**config.mk**
```make
export PLATFORM = sky130hd
export DESIGN_NAME = lo1_status_bank
export DESIGN_NICKNAME = d
export VERILOG_FILES = /design/src/hw/lo1_pkg.sv /design/src/hw/lo1_evt_if.sv /design/src/hw/lo1_event_byte.sv /design/src/hw/lo1_status_bank.sv
export SDC_FILE = /design/constraint.sdc
export NUM_CORES = 1
export LEC_CHECK = 0
export ABC_AREA = 1
export BUFFER_PORTS_ARGS = -buffer_cell sky130_fd_sc_hd__buf_2
export CAP_MARGIN = 15
export CORE_MARGIN = 4
export CORE_UTILIZATION = 50
export CTS_CLUSTER_SIZE = 24
export DETAILED_ROUTE_END_ITERATION = 10
export GPL_TIMING_DRIVEN = 0
export PLACE_DENSITY_LB_ADDON = 0.08
export RECOVER_POWER = 25
export SLEW_MARGIN = 5
export SYNTH_ARGS = -nofsm -noshare
export SYNTH_HDL_FRONTEND = slang
export SYNTH_SLANG_ARGS = --single-unit
```
**constraint.sdc**
```tcl
create_clock -name i_clk -period 1.1 [get_ports i_clk]
set_input_delay 0.055 -clock i_clk [delete_from_list [all_inputs] [get_ports i_clk]]
set_output_delay 0.055 -clock i_clk [all_outputs]
set_load 0.1 [all_outputs]
```
**src/hw/lo1_pkg.sv**
```systemverilog
// constants for the channel-one loop event status bank
// assumes an 8-bit register port with 16-bit register addresses
package lo1_pkg;
   localparam int ADDR_W   = 16;
   localparam int DATA_W   = 8;
   localparam int NUM_REGS = 5;
   localparam int IDX_W    = 3;

   // register addresses
   localparam logic [15:0] REG_LOCK    = 16'h3015;
   localparam logic [15:0] REG_STATE   = 16'h3016;
   localparam logic [15:0] REG_ACQ     = 16'h3017;
   localparam logic [15:0] REG_PROFILE = 16'h3018;
   localparam logic [15:0] REG_ANALOG  = 16'h3019;

   // bank index of each register, used by the clear port
   localparam logic [2:0] IDX_LOCK    = 3'h0;
   localparam logic [2:0] IDX_STATE   = 3'h1;
   localparam logic [2:0] IDX_ACQ     = 3'h2;
   localparam logic [2:0] IDX_PROFILE = 3'h3;
   localparam logic [2:0] IDX_ANALOG  = 3'h4;

   localparam logic [7:0] EV_RESET = 8'h00;
   localparam logic [7:0] RD_NONE  = 8'h00;

   // implemented bits; the rest are reserved and read zero
   localparam logic [7:0] MASK_LOCK    = 8'hFF;
   localparam logic [7:0] MASK_STATE   = 8'hFD;
   localparam logic [7:0] MASK_ACQ     = 8'h1C;
   localparam logic [7:0] MASK_PROFILE = 8'h3F;
   localparam logic [7:0] MASK_ANALOG  = 8'h1F;

   // lock event bits
   localparam int LK_CLAMP_OFF    = 7;
   localparam int LK_CLAMP_ON     = 6;
   localparam int LK_SLEW_OFF     = 5;
   localparam int LK_SLEW_ON      = 4;
   localparam int LK_FREQ_UNLOCK  = 3;
   localparam int LK_FREQ_LOCK    = 2;
   localparam int LK_PHASE_UNLOCK = 1;
   localparam int LK_PHASE_LOCK   = 0;

   // state event bits
   localparam int ST_REF_SWITCH  = 7;
   localparam int ST_FREERUN     = 6;
   localparam int ST_HOLDOVER    = 5;
   localparam int ST_HITLESS_IN  = 4;
   localparam int ST_HITLESS_OUT = 3;
   localparam int ST_HISTORY     = 2;
   localparam int ST_PHASE_STEP  = 0;

   // acquisition event bits
   localparam int AQ_RESYNC     = 4;
   localparam int AQ_FAST_DONE  = 3;
   localparam int AQ_FAST_START = 2;

   // profile event bits
   localparam int PF_LSB   = 0;
   localparam int PF_COUNT = 6;

   // analog loop event bits
   localparam int AN_DIST_SYNC = 4;
   localparam int AN_UNLOCK    = 3;
   localparam int AN_LOCK      = 2;
   localparam int AN_CAL_DONE  = 1;
   localparam int AN_CAL_START = 0;

   // positions of the watched levels in the level vector
   localparam int LV_CLAMP   = 0;
   localparam int LV_SLEW    = 1;
   localparam int LV_FREQ    = 2;
   localparam int LV_PHASE   = 3;
   localparam int LV_HITLESS = 4;
   localparam int LV_ALOCK   = 5;
   localparam int LV_CAL     = 6;
   localparam int LV_COUNT   = 7;
endpackage

```
**src/hw/lo1_evt_if.sv**
```systemverilog
// carrier between the bank control logic and one sticky event byte
// assumes both ends run on the same clock
`timescale 1ns/1ns
interface lo1_evt_if;
   logic [7:0] set;
   logic [7:0] clr;
   logic [7:0] keep;
   logic [7:0] q;
   modport bank (input set, input clr, input keep, output q);
   modport ctrl (output set, output clr, output keep, input q);
endinterface

```
**src/hw/lo1_event_byte.sv**
```systemverilog
// one sticky 8-bit event register
// assumes set and clear are produced on the same clock
`timescale 1ns/1ns
module lo1_event_byte (
   // clock and reset
   input  wire logic i_clk,
   input  wire logic i_resetn,
   // event carrier
   lo1_evt_if.bank   evt
);
   always_ff @(posedge i_clk) begin
      if (!i_resetn) begin
         evt.q <= lo1_pkg::EV_RESET;
      end else begin
         evt.q <= ((evt.q & ~evt.clr) | evt.set) & evt.keep;
      end
   end
endmodule

```
**src/hw/lo1_status_bank.sv**
```systemverilog
// channel-one loop event status bank: five read-only sticky registers
// assumes event sources and clear logic share i_clk; levels are clean
//
// Decided for this implementation: the strobed register port.
`timescale 1ns/1ns
module lo1_status_bank (
   // clock and reset
   input  wire logic        i_clk,
   input  wire logic        i_resetn,
   // register port
   input  wire logic [15:0] i_addr,
   input  wire logic [7:0]  i_wdata,
   input  wire logic        i_wr,
   input  wire logic        i_rd,
   output logic      [7:0]  o_rdata,
   // external clear mechanism
   input  wire logic        i_clear_stb,
   input  wire logic [2:0]  i_clear_index,
   input  wire logic [7:0]  i_clear_mask,
   // live levels from the digital loop
   input  wire logic        i_clamp_active,
   input  wire logic        i_slew_active,
   input  wire logic        i_freq_locked,
   input  wire logic        i_phase_locked,
   input  wire logic        i_hitless_active,
   // one-cycle event pulses from the digital loop
   input  wire logic        i_ref_switch,
   input  wire logic        i_freerun_entered,
   input  wire logic        i_holdover_entered,
   input  wire logic        i_history_update,
   input  wire logic        i_phase_step,
   input  wire logic        i_divider_resync,
   input  wire logic        i_fast_acq_start,
   input  wire logic        i_fast_acq_done,
   input  wire logic [5:0]  i_profile_active,
   input  wire logic        i_dist_sync,
   // live levels from the analog loop
   input  wire logic        i_analog_locked,
   input  wire logic        i_cal_busy
);
   localparam int LVN = lo1_pkg::LV_COUNT;

   lo1_evt_if ev [lo1_pkg::NUM_REGS] ();

   logic [LVN-1:0] lvl_now;
   logic [LVN-1:0] lvl_prev_reg;
   logic           armed_reg;
   logic [LVN-1:0] rise;
   logic [LVN-1:0] fall;
   logic [7:0]     rdata_reg;
   logic [7:0]     rdata_next;

   // detect a transition of one watched level
   function automatic logic went(input logic armed, input logic from, input logic to);
      return armed & from & to;
   endfunction

   // bank index for an address, all ones when unmapped
   function automatic logic [2:0] reg_index(input logic [15:0] addr);
      logic [2:0] idx;
      idx = 3'h7;
      unique case (addr)
         lo1_pkg::REG_LOCK:    idx = lo1_pkg::IDX_LOCK;
         lo1_pkg::REG_STATE:   idx = lo1_pkg::IDX_STATE;
         lo1_pkg::REG_ACQ:     idx = lo1_pkg::IDX_ACQ;
         lo1_pkg::REG_PROFILE: idx = lo1_pkg::IDX_PROFILE;
         lo1_pkg::REG_ANALOG:  idx = lo1_pkg::IDX_ANALOG;
         default:              idx = 3'h7;
      endcase
      return idx;
   endfunction

   // clear mask for one bank index, zero unless the strobe selects it
   function automatic logic [7:0] clr_for(input logic stb, input logic [2:0] sel, input logic [7:0] mask,
                                          input logic [2:0] idx);
      return (stb && sel == idx) ? mask : 8'h00;
   endfunction

   genvar g;
   generate
      for (g = 0; g < lo1_pkg::NUM_REGS; g++) begin : g_bank
         lo1_event_byte u_byte (
            .i_clk    (i_clk),
            .i_resetn (i_resetn),
            .evt      (ev[g])
         );
      end
   endgenerate

   always_comb begin
      lvl_now                       = '0;
      lvl_now[lo1_pkg::LV_CLAMP]   = i_clamp_active;
      lvl_now[lo1_pkg::LV_SLEW]    = i_slew_active;
      lvl_now[lo1_pkg::LV_FREQ]    = i_freq_locked;
      lvl_now[lo1_pkg::LV_PHASE]   = i_phase_locked;
      lvl_now[lo1_pkg::LV_HITLESS] = i_hitless_active;
      lvl_now[lo1_pkg::LV_ALOCK]   = i_analog_locked;
      lvl_now[lo1_pkg::LV_CAL]     = i_cal_busy;
   end

   // levels present at reset release are a baseline, not an event
   always_ff @(posedge i_clk) begin
      if (!i_resetn) begin
         armed_reg    <= 1'b0;
         lvl_prev_reg <= '0;
      end else begin
         armed_reg    <= 1'b1;
         lvl_prev_reg <= lvl_now;
      end
   end

   always_comb begin
      for (int i = 0; i < LVN; i++) begin
         rise[i] = went(armed_reg, ~lvl_prev_reg[i], lvl_now[i]);
         fall[i] = went(armed_reg, lvl_prev_reg[i], ~lvl_now[i]);
      end
   end

   // lock register sources
   always_comb begin
      ev[0].keep = lo1_pkg::MASK_LOCK;
      ev[0].set  = '0;
      ev[0].set[lo1_pkg::LK_CLAMP_OFF]    = fall[lo1_pkg::LV_CLAMP];
      ev[0].set[lo1_pkg::LK_CLAMP_ON]     = rise[lo1_pkg::LV_CLAMP];
      ev[0].set[lo1_pkg::LK_SLEW_OFF]     = fall[lo1_pkg::LV_SLEW];
      ev[0].set[lo1_pkg::LK_SLEW_ON]      = rise[lo1_pkg::LV_SLEW];
      ev[0].set[lo1_pkg::LK_FREQ_UNLOCK]  = fall[lo1_pkg::LV_FREQ];
      ev[0].set[lo1_pkg::LK_FREQ_LOCK]    = rise[lo1_pkg::LV_FREQ];
      ev[0].set[lo1_pkg::LK_PHASE_UNLOCK] = fall[lo1_pkg::LV_PHASE];
      ev[0].set[lo1_pkg::LK_PHASE_LOCK]   = rise[lo1_pkg::LV_PHASE];
   end

   // state register sources
   always_comb begin
      ev[1].keep = lo1_pkg::MASK_STATE;
      ev[1].set  = '0;
      ev[1].set[lo1_pkg::ST_REF_SWITCH]  = i_ref_switch;
      ev[1].set[lo1_pkg::ST_FREERUN]     = i_freerun_entered;
      ev[1].set[lo1_pkg::ST_HOLDOVER]    = i_holdover_entered;
      ev[1].set[lo1_pkg::ST_HITLESS_IN]  = rise[lo1_pkg::LV_HITLESS];
      ev[1].set[lo1_pkg::ST_HITLESS_OUT] = fall[lo1_pkg::LV_HITLESS];
      ev[1].set[lo1_pkg::ST_HISTORY]     = i_history_update;
      ev[1].set[lo1_pkg::ST_PHASE_STEP]  = i_phase_step;
   end

   // acquisition register sources
   always_comb begin
      ev[2].keep = lo1_pkg::MASK_ACQ;
      ev[2].set  = '0;
      ev[2].set[lo1_pkg::AQ_RESYNC]     = i_divider_resync;
      ev[2].set[lo1_pkg::AQ_FAST_START] = i_fast_acq_start;
      ev[2].set[lo1_pkg::AQ_FAST_DONE]  = i_fast_acq_done;
   end

   // profile register sources
   always_comb begin
      ev[3].keep = lo1_pkg::MASK_PROFILE;
      ev[3].set  = '0;
      ev[3].set[lo1_pkg::PF_LSB +: lo1_pkg::PF_COUNT] = i_profile_active;
   end

   // analog loop register sources
   always_comb begin
      ev[4].keep = lo1_pkg::MASK_ANALOG;
      ev[4].set  = '0;
      ev[4].set[lo1_pkg::AN_DIST_SYNC] = i_dist_sync;
      ev[4].set[lo1_pkg::AN_UNLOCK]    = fall[lo1_pkg::LV_ALOCK];
      ev[4].set[lo1_pkg::AN_LOCK]      = rise[lo1_pkg::LV_ALOCK];
      ev[4].set[lo1_pkg::AN_CAL_START] = rise[lo1_pkg::LV_CAL];
      ev[4].set[lo1_pkg::AN_CAL_DONE]  = fall[lo1_pkg::LV_CAL];
   end

   // clears come only from the external clear port
   always_comb begin
      ev[0].clr = clr_for(i_clear_stb, i_clear_index, i_clear_mask, lo1_pkg::IDX_LOCK);
      ev[1].clr = clr_for(i_clear_stb, i_clear_index, i_clear_mask, lo1_pkg::IDX_STATE);
      ev[2].clr = clr_for(i_clear_stb, i_clear_index, i_clear_mask, lo1_pkg::IDX_ACQ);
      ev[3].clr = clr_for(i_clear_stb, i_clear_index, i_clear_mask, lo1_pkg::IDX_PROFILE);
      ev[4].clr = clr_for(i_clear_stb, i_clear_index, i_clear_mask, lo1_pkg::IDX_ANALOG);
   end

   // read mux; unmapped addresses read zero
   always_comb begin
      rdata_next = lo1_pkg::RD_NONE;
      if (i_rd) begin
         unique case (reg_index(i_addr))
            lo1_pkg::IDX_LOCK:    rdata_next = ev[0].q;
            lo1_pkg::IDX_STATE:   rdata_next = ev[1].q;
            lo1_pkg::IDX_ACQ:     rdata_next = ev[2].q;
            lo1_pkg::IDX_PROFILE: rdata_next = ev[3].q;
            lo1_pkg::IDX_ANALOG:  rdata_next = ev[4].q;
            default:              rdata_next = lo1_pkg::RD_NONE;
         endcase
      end
   end

   // writes never reach the bank; data valid one cycle
   always_ff @(posedge i_clk) begin
      if (!i_resetn) begin
         rdata_reg <= lo1_pkg::RD_NONE;
      end else begin
         rdata_reg <= rdata_next;
      end
   end

   assign o_rdata = rdata_reg;
endmodule

```
==> impl_metrics.csv, run 1 <==
group,metric,value,unit
power_and_ir_drop,total_power,0.003144,W
logic_synthesis,syn_inst,293,
power_and_ir_drop,internal_power,0.002346,W
grt,grt_usage,0.2171,
sta,max_freq,0.9263,GHz
grt,grt_pass1_wl,8921,um
critical_path,slowest_delay,0.41,ns
logic_synthesis,synth.distinct_cells,20,
floorplanning,placementRows,23,
routing,postRouteAntennaNets,0,
critical_path,cp_max_fo,1,
clocking,cts_tree,"yes",
clocking,cts_buffers,5,
sta,setup_viol,0,
sta,finalHoldViolations,0,
logic_synthesis,synth_warnings,0,
logic_synthesis,avgSynthCellArea,7.127,um2
sta,period_needed,1.080,ns
clocking,root_buffer,"clkbuf_8",
critical_path,crit_type,"flop to primary output",
power_and_ir_drop,power.net_switching,0.0007977,W
placement,dp_hpwl,3873,um
routing,drc,0,
critical_path,crit_chain,"buf_2",
hold_path,hp-class,"input port to flop",
finish,fin_cells,433,
sta,drv_slew,0,
floorplanning,pin_count,70,
finish,final_core_util,0.6919,
placement,routabilityCongestion,0.8467,
placement,io_buffers,59,
clocking,cts.path.max_buffers,2,
routing,viasPerCell,4.915,
critical_path,critPathRequiredTime,1.04,ns
grt,grt_overflow,0,
sta,maxSlewHeadroom,0.6472,
clocking,cts-htree-levels,2,
power_and_ir_drop,powerDensity,1128,nW/um2
grt,grt_max_degree,14,
routing,drt-initial-drc-count,106,
critical_path,end_kind,"primary output",
finish,area_growth,33.49,%
power_and_ir_drop,seqPwrFrac,0.556,
power_and_ir_drop,comb_power_share,0.129,
finish,fin_nets,444,
finish,final_layout_size_suffix_gt1_frac,0.2063,
status,status,"finished clean",
routing,first_pass_iters,4,
sta,setup_ws,0.02047,ns
sta,tns,0,ns
power_and_ir_drop,p_leak,1.356,nW
floorplanning,coreArea,4029,um2
floorplanning,die_height,72.63,um
clocking,clock_latency,0.30,ns
clocking,cts_sinks,45,
power_and_ir_drop,p_clk_frac,0.315,
flow_run,drv_cap,0,
routing,post_drt_wl_per_cell,12.68,um
floorplanning,die_area,5274,um2
logic_synthesis,synth-seq-cells,45,
sta,tightest_slew,0.5291,ns
routing,vias,2128,
power_and_ir_drop,netSwitchingFraction,0.2538,
power_and_ir_drop,vdd_drop_max,0.8042,mV
floorplanning,die_x,72.63,um
finish,largest_reg_flops,29,
critical_path,worst_setup_path_start_kind,"flop",
routing,wl,5490,um
placement,place_inst,402,
sta,period_share,0.9814,
critical_path,cp_slowest_cell,"buf_2",
logic_synthesis,synthesis.area,2088,um2
floorplanning,initial_core_util,0.5183,
logic_synthesis,synth_fp_nets,355,
critical_path,critPathBufInv,1,
sta,skew,0.003962,ns
grt,grt_pass1_vias,2028,
critical_path,arrival,1.02,ns
grt,antenna_found_initial,0,
clocking,clk_pin_slew_worst_paths,0.08,ns
finish,num_antenna_cells,0,
placement,place_ws,-0.3384,ns
logic_synthesis,ys_seq_area_frac,0.4314,
critical_path,critPathTopFamily,"buffers and inverters",
-- power by group through the flow --
| stage | Combinational [W] | Sequential [W] | Clock (W) |
|---|---|---|---|
| 6_report | 0.000406 | 0.00175 | 0.000990 |
| 5_1_grt | 0.000464 | 0.00176 | 0.00106 |
| 4_1_cts | 0.000405 | 0.00175 | 0.00100 |
| 3_5_place_dp | 0.000344 | 0.00179 | 0 |
| 3_3_place_gp | 0.000337 | 0.00178 | 0 |
| 2_1_floorplan | 0.000193 | 0.00177 | 0 |
-- stage by stage --
step           area, um2  hold WS, ns
2_1_floorplan       2088      0.08272
5_1_grt             2788      0.01576
3_5_place_dp        2446       0.1714
4_1_cts             2741     0.004921
3_3_place_gp        2446       0.1696
6_report            2788     0.005266
-- synthesized netlist by cell type --
library cell | n | share of area
a21oi_1 | 35 | 0.084
buf_2 | 1 | 0.0024
buf_6 | 1 | 0.0054
clkbuf_1 | 4 | 0.0072
dfxtp_1 | 45 | 0.43
inv_1 | 58 | 0.10
inv_2 | 1 | 0.0018
nand2_1 | 39 | 0.070
nand2_2 | 2 | 0.0060
nand2_4 | 1 | 0.0054
nand3_1 | 5 | 0.012
nand3_4 | 2 | 0.017
nand3b_1 | 16 | 0.058
nand4_1 | 12 | 0.036
nor2_1 | 33 | 0.059
nor2_2 | 2 | 0.0060
nor2_4 | 1 | 0.0054
nor3_1 | 5 | 0.012
nor3_4 | 1 | 0.0078
o21ai_0 | 29 | 0.070
-- layout make-up --
| class | instances | area (um2) |
|---|---|---|
| Fill cell | 375 | 1241 |
| Multi-Input combinational cell | 183 | 947.2 |
| Sequential cell | 45 | 900.9 |
| Timing Repair Buffer | 83 | 541.8 |
| Inverter | 59 | 221.5 |
| Clock buffer | 6 | 72.57 |
| Tap cell | 50 | 62.56 |
| Buffer | 5 | 31.28 |
| Clock inverter | 2 | 10.01 |
-- path summary, 6_finish.rpt --
kind                                                             end  cells past startpoint  slack, ns                                  from
worst max-delay path                                      o_rdata[7]                      1       0.02                 o_rdata[7]$_SDFF_PN0_
worst min register to register  g_bank[0].u_byte.evt.q[5]$_SDFF_PN0_                      2       0.48  g_bank[0].u_byte.evt.q[5]$_SDFF_PN0_
worst min-delay path            g_bank[3].u_byte.evt.q[5]$_SDFF_PN0_                      3      0.005                   i_profile_active[5]
worst max register to register  g_bank[0].u_byte.evt.q[3]$_SDFF_PN0_                      3       0.12                     armed_reg$_DFF_P_
-- layer usage --
metal  up-vias  GRT usage  routed length [um]
li1       1114          -                   -
met1       946     0.2702                2290
met2        60     0.3727                2761
met3         8    0.04683                 361
met4         0    0.06967                  77
met5         -          0                   0
-- worst reg2reg max path: stages (launching register included) --
cell and delay [ns]:
dfxtp_1 0.41, clkbuf_4 0.24, nand3b_1 0.10, a21oi_1 0.17
-- cell usage in the layout (no fill, tap or decap), drive strengths merged --
| cell type | instances |
|---|---|
| nand2 | 42 |
| a21oi | 35 |
| nor3 | 6 |
| dfxtp | 45 |
| clkbuf | 21 |
| o21ai | 29 |
| nand3b | 16 |
| nor2 | 36 |
| inv | 59 |
| buf | 52 |
| nand3 | 7 |
| dlygate4sd3 | 21 |
| nand4 | 12 |
| clkinv | 2 |
-- timing repair --
action / CTS / global route
setup buffers: 0 / 3
endpoints found under the setup margin: 18 / 23
hold buffers: 21 / 0
pin swaps: 0 / 2
endpoints found under the hold margin: 21 / 0
resized for setup: 2 / 11
-- logic make-up after synthesis --
group,count (synthesis),synth area share
AO/OA/AOI/OAI,64,0.1534
AND/OR/NAND/NOR,119,0.2942
flip-flops,45,0.4314
buffers and inverters,65,0.1210
Power figures use the tool's default switching activity.
==> run 2: changes to the inputs <==
Settings changed: HOLD_SLACK_MARGIN set to 0.1.
==> impl_metrics.csv, run 2 (synthesis results as in run 1) <==
group,metric,value,unit
status,status,"finished clean",
sta,hold_ws,0.07810,ns
clocking,clock_latency,0.30,ns
finish,multi_input_area,947.2,um2
finish,final_core_util,0.6994,
routing,wl,5601,um
critical_path,slowest_delay,0.41,ns
finish,fin_nets,447,
critical_path,worst_setup_path_start_kind,"flop",
finish,mostFrequentLayoutCells,"inv_1 (57), buf_2 (48), dfxtp_1 (45)",
critical_path,critPathBufInv,1,
placement,routabilityCongestion,0.8467,
routing,viasPerCell,5.030,
grt,antenna_found_initial,0,
clocking,cts_tree,"yes",
sta,period_needed,1.080,ns
grt,grt_overflow,0,
power_and_ir_drop,p_leak,1.369,nW
routing,vias,2193,
power_and_ir_drop,internal_power,0.002353,W
clocking,cts-htree-levels,2,
finish,fill_cells,369,
floorplanning,coreArea,4029,um2
critical_path,crit_chain,"buf_2",
flow_run,drv_cap,0,
finish,largest_reg_flops,29,
floorplanning,placementRows,23,
grt,grt_max_degree,14,
clocking,cts.path.max_buffers,2,
clocking,root_buffer,"clkbuf_8",
grt,grt_usage,0.2203,
finish,final_common_cell,"inv_1",
routing,postRouteAntennaNets,0,
placement,io_buffers,59,
sta,period_share,0.9820,
sta,skew,0.003995,ns
critical_path,crit_type,"flop to primary output",
sta,maxSlewHeadroom,0.6566,
critical_path,critPathRequiredTime,1.04,ns
sta,tightest_slew,0.5150,ns
sta,setup_viol,0,
critical_path,r2r_start,"armed_reg$_DFF_P_",
floorplanning,initial_core_util,0.5183,
finish,num_antenna_cells,0,
hold_path,hp-class,"input port to flop",
power_and_ir_drop,vdd_drop_max,0.8184,mV
critical_path,cp_slowest_cell,"buf_2",
clocking,clk_pin_slew_worst_paths,0.08,ns
sta,tns,0,ns
clocking,cts_buffers,5,
finish,final_layout_size_suffix_gt1_frac,0.2047,
power_and_ir_drop,seqPwrFrac,0.553,
floorplanning,pin_count,70,
floorplanning,die_area,5274,um2
clocking,cts_sinks,45,
critical_path,end_kind,"primary output",
power_and_ir_drop,p_clk_frac,0.316,
finish,area_growth,34.93,%
sta,max_freq,0.9257,GHz
grt,grt_pass1_vias,2055,
hold_path,min-delay-start,"i_resetn",
routing,first_pass_iters,4,
floorplanning,die_height,72.63,um
critical_path,crit_start,"o_rdata[7]$_SDFF_PN0_",
sta,finalHoldViolations,0,
placement,dp_hpwl,3873,um
power_and_ir_drop,power.net_switching,0.0008085,W
power_and_ir_drop,powerDensity,1122,nW/um2
routing,drc,0,
sta,drv_slew,0,
critical_path,arrival,1.03,ns
finish,regArea,900.9,um2
power_and_ir_drop,comb_power_share,0.132,
power_and_ir_drop,total_power,0.003162,W
routing,drt-initial-drc-count,83,
critical_path,critPathTopFamily,"buffers and inverters",
critical_path,cp_max_fo,1,
grt,grt_pass1_wl,9032,um
routing,post_drt_wl_per_cell,12.85,um
power_and_ir_drop,netSwitchingFraction,0.2557,
floorplanning,die_x,72.63,um
-- run 2: cell types whose count changed in the layout (fill, tap and decap cells not counted) --
cell           before  now
dlygate4sd3_1      21   24
-- run 2: timing repair --
item                       4_1_cts  5_1_grt
hold buffers                    24        0
buffers inserted                 0        3
gates cloned                     0        0
pin swaps                        0        2
gates resized for setup          2       11
setup endpoints to repair       18       23
hold endpoints to repair        43        0
-- run 2: layout make-up --
class | instances | area share
Multi-Input combinational cell | 183 | 0.3361
Clock inverter | 2 | 0.003552
Clock buffer | 6 | 0.02575
Tap cell | 50 | 0.02220
Timing Repair Buffer | 86 | 0.2029
Buffer | 5 | 0.01110
Sequential cell | 45 | 0.3197
Inverter | 59 | 0.07860
-- run 2: metrics by stage --
stage	setup slack (ns)	instance area, um2	cells
6_report	0.01975	2818	436
5_1_grt	-0.02534	2818	436
4_1_cts	0.004322	2771	434
3_5_place_dp	-0.3384	2446	402
3_3_place_gp	-0.3487	2446	402
2_1_floorplan	0.06811	2088	293
-- run 2: worst paths after layout --
check	endpoint	slack, ns	cells after the start
worst max-delay path	o_rdata[7]	0.02	1
worst min-delay path	lvl_prev_reg[3]$_SDFF_PN0_	0.08	3
worst max register to register	g_bank[0].u_byte.evt.q[3]$_SDFF_PN0_	0.11	3
worst min register to register	g_bank[0].u_byte.evt.q[5]$_SDFF_PN0_	0.48	2
-- run 2: routing by layer --
metal	vias to the layer above	part of all wire	global-route usage
met5	-	0	0
met2	77	0.50	0.3838
met4	0	0.014	0.06967
li1	1119	-	-
met1	989	0.42	0.2711
met3	8	0.064	0.04545
-- run 2: power groups by stage --
stage	Clock (W)	Sequential, W	Combinational (W)
finish	0.000998	0.00175	0.000416
global route	0.00106	0.00176	0.000474
CTS	0.00100	0.00175	0.000413
detailed placement	0	0.00179	0.000344
global placement	0	0.00178	0.000337
floorplan	0	0.00177	0.000193
